==> src/arsq_pkg.sv <==
// constants, state codes and state layout of the reclose sequencer
package arsq_pkg;
   // clock and millisecond tick
   localparam int unsigned CLK_PERIOD_NS = 25;
   localparam int unsigned TICK_PERIOD_NS = 1_000_000;
   localparam int unsigned TICK_CYCLES =
      (TICK_PERIOD_NS + CLK_PERIOD_NS - 1) / CLK_PERIOD_NS;
   // sizes
   localparam int unsigned NREQ = 5;
   localparam int unsigned NSHOT = 4;
   localparam int unsigned DT_DEPTH = 20;
   localparam int unsigned NEV = 5;
   // register byte offsets
   localparam logic [7:0] OFS_CTRL = 8'h00;
   localparam logic [7:0] OFS_SHOTS = 8'h04;
   localparam logic [7:0] OFS_ARC = 8'h08;
   localparam logic [7:0] OFS_RECLAIM = 8'h0C;
   localparam logic [7:0] OFS_STATE = 8'h10;
   localparam logic [7:0] OFS_IRQ_STS = 8'h14;
   localparam logic [7:0] OFS_IRQ_MASK = 8'h18;
   localparam logic [7:0] OFS_CMD = 8'h1C;
   localparam logic [7:0] OFS_DT_FIRST = 8'h40;
   localparam logic [7:0] OFS_DT_LAST = 8'h8C;
   localparam logic [5:0] DT_WORD_BASE = 6'h10;
   // control bit positions and reset value
   localparam int unsigned CTRL_EN = 0;
   localparam int unsigned CTRL_ARC = 1;
   localparam int unsigned CTRL_RCL_FINAL = 2;
   localparam int unsigned CTRL_ARR_LOCK = 3;
   localparam logic [3:0] CTRL_RESET = 4'h9;
   // event bit positions
   localparam int unsigned EV_START = 0;
   localparam int unsigned EV_SHOT = 1;
   localparam int unsigned EV_LOCK = 2;
   localparam int unsigned EV_OK = 3;
   localparam int unsigned EV_FAIL = 4;
   // sequencer states, gray along the usual path
   typedef enum logic [2:0] {
      S_IDLE = 3'b000,
      S_ARC = 3'b001,
      S_OPENW = 3'b011,
      S_DEAD = 3'b010,
      S_CLOSEW = 3'b110,
      S_RECL = 3'b111,
      S_ARRECL = 3'b101,
      S_LOCK = 3'b100
   } arsq_fsm_t;
   // whole module state
   typedef struct packed {
      arsq_fsm_t fsm;
      logic [2:0] req;
      logic [1:0] shot;
      logic [15:0] tmr;
      logic [15:0] div;
      logic trip_done;
      logic sw_rst;
      logic [3:0] ctrl;
      logic [14:0] shots;
      logic [15:0] arc;
      logic [15:0] recl;
      logic [15:0] arrecl;
      logic [4:0] sts;
      logic [4:0] mask;
      logic ack;
      logic [31:0] rdata;
   } arsq_state_t;
endpackage

==> src/arsq_dtmem.sv <==
// dead time table, one word per request and shot, two read ports
`timescale 1ns/100ps
module arsq_dtmem (
   // clock and reset
   input wire logic clk_in,
   input wire logic reset_in,
   // write port
   input wire logic we_in,
   input wire logic [4:0] waddr_in,
   input wire logic [15:0] wdata_in,
   // read ports, data one cycle after address
   input wire logic [4:0] raddr_a_in,
   output logic [15:0] rdata_a_out,
   input wire logic [4:0] raddr_b_in,
   output logic [15:0] rdata_b_out
);
   import arsq_pkg::*;
   logic [15:0] mem [DT_DEPTH];

   // cleared at reset so no unknown time ever reaches the sequencer
   always_ff @(posedge clk_in) begin
      if (reset_in) begin
         for (int i = 0; i < DT_DEPTH; i++) begin
            mem[i] <= 16'h0000;
         end
         rdata_a_out <= 16'h0000;
         rdata_b_out <= 16'h0000;
      end else begin
         if (we_in && waddr_in < 5'(DT_DEPTH)) begin
            mem[waddr_in] <= wdata_in;
         end
         rdata_a_out <= (raddr_a_in < 5'(DT_DEPTH)) ? mem[raddr_a_in]
                                                   : 16'h0000;
         rdata_b_out <= (raddr_b_in < 5'(DT_DEPTH)) ? mem[raddr_b_in]
                                                   : 16'h0000;
      end
   end
endmodule // arsq_dtmem

==> src/arsq_top.sv <==
// auto-reclose sequencer with avalon register slave
`timescale 1ns/100ps
module arsq_top #(
   parameter int unsigned TICK_CYCLES = arsq_pkg::TICK_CYCLES
) (
   // clock and reset
   input wire logic CLK_IN,
   input wire logic RESET_IN,
   // avalon-mm slave
   input wire logic [7:0] AVS_ADDRESS_IN,
   input wire logic AVS_READ_IN,
   input wire logic AVS_WRITE_IN,
   input wire logic [31:0] AVS_WRITEDATA_IN,
   output logic [31:0] AVS_READDATA_OUT,
   output logic AVS_WAITREQUEST_OUT,
   output logic IRQ_OUT,
   // protection side requests
   input wire logic [arsq_pkg::NREQ-1:0] RECLOSE_REQ_IN,
   input wire logic CRITICAL_REQ_IN,
   input wire logic HIGHSET_OC_IN,
   input wire logic MANUAL_RESET_IN,
   // breaker object
   input wire logic BRK_OPEN_IN,
   input wire logic BRK_CLOSED_IN,
   input wire logic BRK_WAIT_IN,
   input wire logic BRK_ACK_OK_IN,
   input wire logic BRK_ACK_FAIL_IN,
   output logic BRK_OPEN_CMD_OUT,
   output logic BRK_CLOSE_CMD_OUT,
   // indications
   output logic RUNNING_OUT,
   output logic FINAL_TRIP_OUT,
   output logic LOCKOUT_OUT,
   output logic RECLAIM_OUT,
   output logic [arsq_pkg::NREQ-1:0] REQUESTED_OUT,
   output logic [arsq_pkg::NSHOT-1:0] SHOT_RUN_OUT
);
   import arsq_pkg::*;
   arsq_state_t st, next_st;
   logic [2:0] req_shot_cnt [NREQ];
   logic [2:0] pri_idx, cur_shots;
   logic [15:0] dead_ms, mem_bus_rd;
   logic [4:0] ev, clr;
   logic any_req, running, abort, lock_exit, arc_go, more, tick;
   logic access, done, mem_sel;
   logic [4:0] mem_bus_idx;

   // shot count field per request
   genvar g;
   for (g = 0; g < NREQ; g++) begin : g_shots
      assign req_shot_cnt[g] = st.shots[3*g +: 3];
   end

   always_comb begin
      pri_idx = 3'd0;
      for (int i = NREQ - 1; i >= 0; i--) begin
         if (RECLOSE_REQ_IN[i]) begin
            pri_idx = 3'(i);
         end
      end
   end
   assign any_req = |RECLOSE_REQ_IN;
   assign cur_shots = req_shot_cnt[pri_idx];
   // own arcing delay only when chosen and nonzero
   assign arc_go = st.ctrl[CTRL_ARC] && st.arc != 16'h0000;
   assign more = ({1'b0, st.shot} + 3'd1) < cur_shots && st.shot != 2'd3;
   assign running = st.fsm inside {S_ARC, S_OPENW, S_DEAD, S_CLOSEW, S_RECL};
   // high-set interlock acts in any state
   assign abort = HIGHSET_OC_IN || (CRITICAL_REQ_IN && running) ||
                  (BRK_ACK_FAIL_IN && running);
   // leave lock on reset or closed breaker, only once cause is gone
   // no other way out of lock-out
   assign lock_exit = (MANUAL_RESET_IN || st.sw_rst ||
                       (BRK_CLOSED_IN && st.trip_done)) &&
                      !CRITICAL_REQ_IN && !HIGHSET_OC_IN;

   // bus handshake: one wait cycle, data registered in it
   assign access = AVS_READ_IN || AVS_WRITE_IN;
   assign done = access && st.ack;
   assign AVS_WAITREQUEST_OUT = access && !st.ack;
   assign mem_sel = AVS_ADDRESS_IN >= OFS_DT_FIRST &&
                    AVS_ADDRESS_IN <= OFS_DT_LAST;
   assign mem_bus_idx = 5'(AVS_ADDRESS_IN[7:2] - DT_WORD_BASE);
   assign AVS_READDATA_OUT = mem_sel ? {16'h0000, mem_bus_rd} : st.rdata;

   // dead time table; sequencer port follows the next request and shot
   arsq_dtmem u_dtmem (
      .clk_in(CLK_IN),
      .reset_in(RESET_IN),
      .we_in(AVS_WRITE_IN && done && mem_sel),
      .waddr_in(mem_bus_idx),
      .wdata_in(AVS_WRITEDATA_IN[15:0]),
      .raddr_a_in(mem_bus_idx),
      .rdata_a_out(mem_bus_rd),
      .raddr_b_in({next_st.req[2:0], next_st.shot}),
      .rdata_b_out(dead_ms)
   );

   // next state of everything
   always_comb begin
      next_st = st;
      ev = 5'h00;
      clr = 5'h00;
      // millisecond tick; limits the timers to 65 s
      tick = (st.div == 16'(TICK_CYCLES - 1));
      next_st.div = tick ? 16'h0000 : st.div + 16'h0001;
      if (tick && st.tmr != 16'hFFFF) begin
         next_st.tmr = st.tmr + 16'h0001;
      end
      next_st.sw_rst = 1'b0;
      unique case (st.fsm)
         S_IDLE: begin
            if (any_req && st.ctrl[CTRL_EN]) begin
               next_st.req = pri_idx;
               next_st.shot = 2'd0;
               ev[EV_START] = 1'b1;
               next_st.fsm = (cur_shots == 3'd0) ? S_LOCK :
                             arc_go ? S_ARC : S_OPENW;
            end
         end
         S_ARC: begin
            if (st.tmr >= st.arc) begin
               next_st.fsm = S_OPENW;
            end
         end
         S_OPENW: begin
            // stay while the object has not opened
            // zero dead time goes straight to closing
            if (BRK_OPEN_IN) begin
               next_st.fsm = (dead_ms == 16'h0000) ? S_CLOSEW : S_DEAD;
            end
         end
         S_DEAD: begin
            // line kept dead for the shot's dead time
            if (st.tmr >= dead_ms) begin
               next_st.fsm = S_CLOSEW;
            end
         end
         S_CLOSEW: begin
            if (BRK_ACK_OK_IN) begin
               next_st.fsm = (st.recl != 16'h0000) ? S_RECL :
                             (st.arrecl != 16'h0000) ? S_ARRECL : S_IDLE;
               ev[EV_OK] = (st.recl == 16'h0000);
            end
         end
         S_RECL: begin
            if (any_req) begin
               // failed shot, next shot or final trip
               if (!st.ctrl[CTRL_RCL_FINAL] && more) begin
                  next_st.req = pri_idx;
                  next_st.shot = st.shot + 2'd1;
                  next_st.fsm = arc_go ? S_ARC : S_OPENW;
                  ev[EV_SHOT] = 1'b1;
               end else begin
                  next_st.fsm = S_LOCK;
               end
            end else if (st.tmr >= st.recl) begin
               next_st.fsm = (st.arrecl != 16'h0000) ? S_ARRECL : S_IDLE;
               ev[EV_OK] = 1'b1;
            end
         end
         S_ARRECL: begin
            // returning fault locks out unless disabled
            if (any_req && st.ctrl[CTRL_ARR_LOCK]) begin
               next_st.fsm = S_LOCK;
            end else if (any_req && st.ctrl[CTRL_EN]) begin
               next_st.req = pri_idx;
               next_st.shot = 2'd0;
               ev[EV_START] = 1'b1;
               next_st.fsm = (cur_shots == 3'd0) ? S_LOCK :
                             arc_go ? S_ARC : S_OPENW;
            end else if (st.tmr >= st.arrecl) begin
               next_st.fsm = S_IDLE;
            end
         end
         S_LOCK: begin
            if (BRK_OPEN_IN) begin
               next_st.trip_done = 1'b1;
            end
            if (lock_exit) begin
               next_st.fsm = S_IDLE;
            end
         end
      endcase
      if (abort) begin
         next_st.fsm = S_LOCK;
      end
      ev[EV_FAIL] = BRK_ACK_FAIL_IN && running;
      if (next_st.fsm == S_LOCK && st.fsm != S_LOCK) begin
         next_st.trip_done = BRK_OPEN_IN;
         ev[EV_LOCK] = 1'b1;
      end
      if (next_st.fsm != st.fsm) begin
         next_st.tmr = 16'h0000;
         next_st.div = 16'h0000; // tick restarts too, no short first ms
      end
      // bus: read data captured in the wait cycle
      next_st.ack = access && !st.ack;
      if (AVS_READ_IN && !st.ack) begin
         unique case (AVS_ADDRESS_IN)
            OFS_CTRL: next_st.rdata = {28'h000_0000, st.ctrl};
            OFS_SHOTS: next_st.rdata = {17'h0_0000, st.shots};
            OFS_ARC: next_st.rdata = {16'h0000, st.arc};
            OFS_RECLAIM: next_st.rdata = {st.arrecl, st.recl};
            OFS_STATE: next_st.rdata = {22'h00_0000, BRK_WAIT_IN,
                                        st.trip_done, st.shot, st.req,
                                        st.fsm};
            OFS_IRQ_STS: next_st.rdata = {27'h000_0000, st.sts};
            OFS_IRQ_MASK: next_st.rdata = {27'h000_0000, st.mask};
            default: next_st.rdata = 32'h0000_0000;
         endcase
      end
      // bus writes take effect at the edge with waitrequest low
      if (AVS_WRITE_IN && done) begin
         unique case (AVS_ADDRESS_IN)
            OFS_CTRL: next_st.ctrl = AVS_WRITEDATA_IN[3:0];
            OFS_SHOTS: next_st.shots = AVS_WRITEDATA_IN[14:0];
            OFS_ARC: next_st.arc = AVS_WRITEDATA_IN[15:0];
            OFS_RECLAIM: begin
               next_st.recl = AVS_WRITEDATA_IN[15:0];
               next_st.arrecl = AVS_WRITEDATA_IN[31:16];
            end
            OFS_IRQ_STS: clr = AVS_WRITEDATA_IN[4:0];
            OFS_IRQ_MASK: next_st.mask = AVS_WRITEDATA_IN[4:0];
            OFS_CMD: next_st.sw_rst = AVS_WRITEDATA_IN[0];
            default: next_st.sw_rst = 1'b0;
         endcase
      end
      // sticky events, a new event beats a same-cycle clear
      next_st.sts = (st.sts & ~clr) | ev;
   end

   // single state register
   always_ff @(posedge CLK_IN) begin
      if (RESET_IN) begin
         st <= '0;
         st.ctrl <= CTRL_RESET;
      end else begin
         st <= next_st;
      end
   end

   // commands only towards the breaker object
   assign BRK_OPEN_CMD_OUT = (st.fsm == S_OPENW && st.ctrl[CTRL_ARC]) ||
                             (st.fsm == S_LOCK && !st.trip_done);
   // closing only from the close-wait state, never in lock-out
   assign BRK_CLOSE_CMD_OUT = (st.fsm == S_CLOSEW);
   assign FINAL_TRIP_OUT = (st.fsm == S_LOCK) && !st.trip_done;
   assign LOCKOUT_OUT = (st.fsm == S_LOCK);
   assign RECLAIM_OUT = (st.fsm == S_ARRECL);
   // indications vanish outside a running sequence
   assign RUNNING_OUT = running;
   assign REQUESTED_OUT = running ? 5'(5'h01 << st.req) : 5'h00;
   assign SHOT_RUN_OUT = running ? 4'(4'h1 << st.shot) : 4'h0;
   assign IRQ_OUT = |(st.sts & st.mask);
endmodule // arsq_top

==> config.mk <==
export PLATFORM = sky130hd
export DESIGN_NAME = arsq_top
export DESIGN_NICKNAME = d
export VERILOG_FILES = /design/src/arsq_pkg.sv /design/src/arsq_dtmem.sv /design/src/arsq_top.sv
export SDC_FILE = /design/constraint.sdc
export NUM_CORES = 1
export LEC_CHECK = 0
export BUFFER_PORTS_ARGS = -buffer_cell sky130_fd_sc_hd__buf_2
export CELL_PAD_IN_SITES_DETAIL_PLACEMENT = 1
export CELL_PAD_IN_SITES_GLOBAL_PLACEMENT = 2
export CORE_ASPECT_RATIO = 0.75
export CORE_MARGIN = 2
export CORE_UTILIZATION = 41
export DETAILED_ROUTE_END_ITERATION = 8
export HOLD_SLACK_MARGIN = 0.06
export PLACE_DENSITY_LB_ADDON = 0.3
export SYNTH_ARGS = -nofsm -noshare
export SYNTH_HDL_FRONTEND = slang
export SYNTH_SLANG_ARGS = --single-unit
==> constraint.sdc <==
create_clock -name CLK_IN -period 12.9 [get_ports CLK_IN]
set_clock_uncertainty 0.15 [all_clocks]
set_input_delay 1.935 -clock CLK_IN [delete_from_list [all_inputs] [get_ports CLK_IN]]
set_output_delay 1.935 -clock CLK_IN [all_outputs]
set_load 0.01 [all_outputs]
==> results.tsv <==
metric	value	unit
pin count of the biggest net entering global routing	134	
share of Yosys cell area claimed by the top area cell type	0.441	
dominant cells by area after synthesis	edfxtp_1 (44%), dfxtp_1 (11%), mux4_2 (8.3%)	
number of warning messages in the yosys log	0	
internal portion of total power	3.86	mW
die height	257	microns
synthesis-to-finish area growth	13.3	%
number of enable-type register cells in the synthesized netlist	512	
all-layer global routing usage	0.288	
Final TNS setup	0	ns
Avg Synthesized Cell Area	11.9	sq um
Netlist cell types	84	
Reg-to-Reg End	u_dtmem.rdata_b_out[2]	
Slowest-stage cell, CP	or4_1	
setup ws final	5.96	ns
root buffer cell	clkbuf_16	
Comb power frac	0.093	
critical path capture point	u_dtmem.rdata_b_out[2]	
placed wire-length estimate	83500	microns
Starting Density	0.415	
Mapped Area	34900	sq um
part of the power in registers	0.495	
area taken by multi-input logic gates	15400	sq um
Via Count	26174	
cts-stage hold buffer count	0	
most frequently used flop master after synthesis	edfxtp_1	
share of final-layout standard cells stronger than drive strength 1	0.165	
Setup Viol. Count Final	0	
dpl ws	5.37	ns
number of stages on the worst setup path	15	
standby leakage power	14.1	nW
power consumption	5.18	mW
routed wire length	127000	microns
remaining antenna violation count after routing	0	
count of filler cells inserted in the layout	8885	
post-synthesis register bit count	696	
number of optimization iterations in the first detailed-route pass	5	
power per standard cell area	131	nW/um^2
number of antenna violations at the first check in global routing	10	
final worst path period share	0.538	
number of remaining DRC errors	0	
Post-synth ARST share	0	
instance count of the mapped netlist	2931	
combined buffer and inverter count along the critical path	3	
critical path type	primary input to flop	
reg-to-reg startpoint	req_shot_cnt[5]	
Critical Path Max Stage Delay	0.75	ns
Final GP Congestion	0.922	
most common library cells after synthesis	edfxtp_1 (512), nand2_1 (349), and2_1 (306), dfxtp_1 (184), a21oi_1 (163)	
max-slew headroom at the worst pin	0.119	
type of element capturing the critical path	flop	
# Post-CTS Setup Buffers	0	
CTS-repair resized insts	0	
CTS tree	done	
vias in the first global route	26639	
class of the tightest hold or removal check	flop to flop	
transition time at the pin with the least slew margin	1.32	ns
Avg Vias per Cell	6.05	
hold violation count in the final report	0	
final instance area	39500	sq um
final period demand of the worst path	6.94	ns
first-pass GRT wire length	185000	microns
die extent in x	341	microns
area occupied by registers	19100	sq um
run status	finished clean	
fin nets	3266	
R2R cell count	14	
Worst EP required	13.29	ns
setup repair after global routing missed its margin	false	
biggest area consumer among synthesized cells	edfxtp_1	
max cap viols	0	
fraction of power spent switching nets	0.256	
beginning of the critical path	RECLOSE_REQ_IN[1]	
later-pin clock latency in the skew report	0.66	ns
CTS H-Tree Depth	3	
Seq/Total Area, Yosys	0.546	
die footprint	87400	sq um
Critical Path, Cell by Cell	buf_2 -> or4_1 -> nor3_2 -> a311o_2 -> ha_1 -> a211o_1 -> nor2_1 -> nand2_2 -> nor3_4 -> buf_4 -> or2_2 -> buf_4 -> mux2i_1 -> mux2_2 -> a211o_1	
core outline area	84100	sq um
final number of max-transition violations	0	
number of CTS-inserted buffers	74	
Port Buffers	105	
critical-path maximum fanout	63	
Post-Place Cell Area	37200	sq um
GRT overflow	0	
Highest Clock Rate	144	MHz
I/O pin total	106	
kind of start point of the critical path	primary input	
setup slack of the most critical reg-to-reg path	7.23	ns
iteration-0 DRC count of the detailed router	2906	
Clk pin slew, worst setup/hold paths	0.07	ns
most numerous cell in the Yosys netlist	edfxtp_1	
Data arrival, critical path	7.34	ns
number of clock sinks seen by CTS	696	
CP top delay family	simple AND/OR/NAND/NOR gates	
worst voltage drop across the vdd grid	0.000112	V
Clk network pwr share	0.412	
P_sw	1.33	mW
number of cell rows	92	
utilization of the core after routing	0.470	
Routed WL per cell	29.2	microns
maximum root-to-sink buffer count	3	
==> cell type report <==
cell class,instances,area share
Sequential cell,696,0.482
Multi-Input combinational cell,2120,0.389
Clock buffer,108,0.0533
Tap cell,1128,0.0357
Timing Repair Buffer,163,0.0254
Inverter,82,0.00779
Clock inverter,28,0.00627
Antenna cell,2,0.000127
==> placed cells by master (no fill, tap or decap), drive strengths merged, types with 30 or more instances in the layout <==
master and count:
and2 306, nor3 94, mux2 39, a22oi 57, ha 72, dfxtp 184
mux4 129, inv 84, a221o 31, a211oi 36, clkbuf 108, nand3 78
buf 163, nor2 110, edfxtp 512, mux2i 102, a2bb2oi 30, nand2 351
o21ai 31, a21oi 165, conb 192
==> cell families after synthesis <==
group | after synthesis | share of synthesized area
simple gates | 1081 | 0.163
flops | 696 | 0.546
fa+ha+maj | 72 | 0.0258
compound gates | 477 | 0.0962
xor+xnor | 28 | 0.00703
mux | 270 | 0.125
buf+inv | 306 | 0.0363
other cells | 1 | 0.000108
==> power by group through the flow <==
stage	clock (mW)	combinational [mW]	sequential, mW
global route	2.25	0.514	2.57
CTS	2.16	0.476	2.56
floorplan	0	0.298	2.57
detailed placement	0	0.474	2.61
global placement	0	0.467	2.61
finish	2.13	0.484	2.57
==> state kept, by name (all words and copies together), names as in the netlist <==
register / flops
st: 137
u_dtmem.mem: 512
req_shot_cnt: 15
u_dtmem.rdata_a_out: 16
u_dtmem.rdata_b_out: 16
==> worst min-delay path by stage <==
stage	startpoint	to	slack, ns	cells past startpoint
finish	st[22]	st[22]	0.30	2
CTS	st[20]	st[20]	0.30	2
detailed placement	st[20]	st[20]	0.29	2
global placement	st[28]	st[28]	0.28	2
global route	st[20]	st[20]	0.33	2
floorplan	st[17]	st[17]	0.28	2
==> stage by stage <==
| step | std cells | hold WS, ns |
|---|---|---|
| after global routing | 4325 | 0.325 |
| after detailed placement | 4189 | 0.293 |
| final | 4327 | 0.304 |
| after floorplan | 3122 | 0.277 |
| after CTS | 4325 | 0.302 |
| after global placement | 4189 | 0.285 |
==> layer usage <==
metal,track usage,part of all wire
met1,0.423,0.44
met2,0.423,0.43
met3,0.0674,0.098
met4,0.0852,0.029
met5,0,0.00021
==> worst register-to-register path: stages (launching register included) <==
cell     delay, ns
dfxtp_1       0.43
or4b_1        0.57
a21oi_1       0.16
a311o_2       0.16
ha_1          0.24
a211o_1       0.37
nor2_1        0.33
nand2_2       0.14
nor3_4        0.21
buf_4         0.65
or2_2         0.73
buf_4         0.61
mux2i_1       0.24
mux2_2        0.30
a211o_1       0.30
Note: power is estimated with default switching activity, not from simulation.
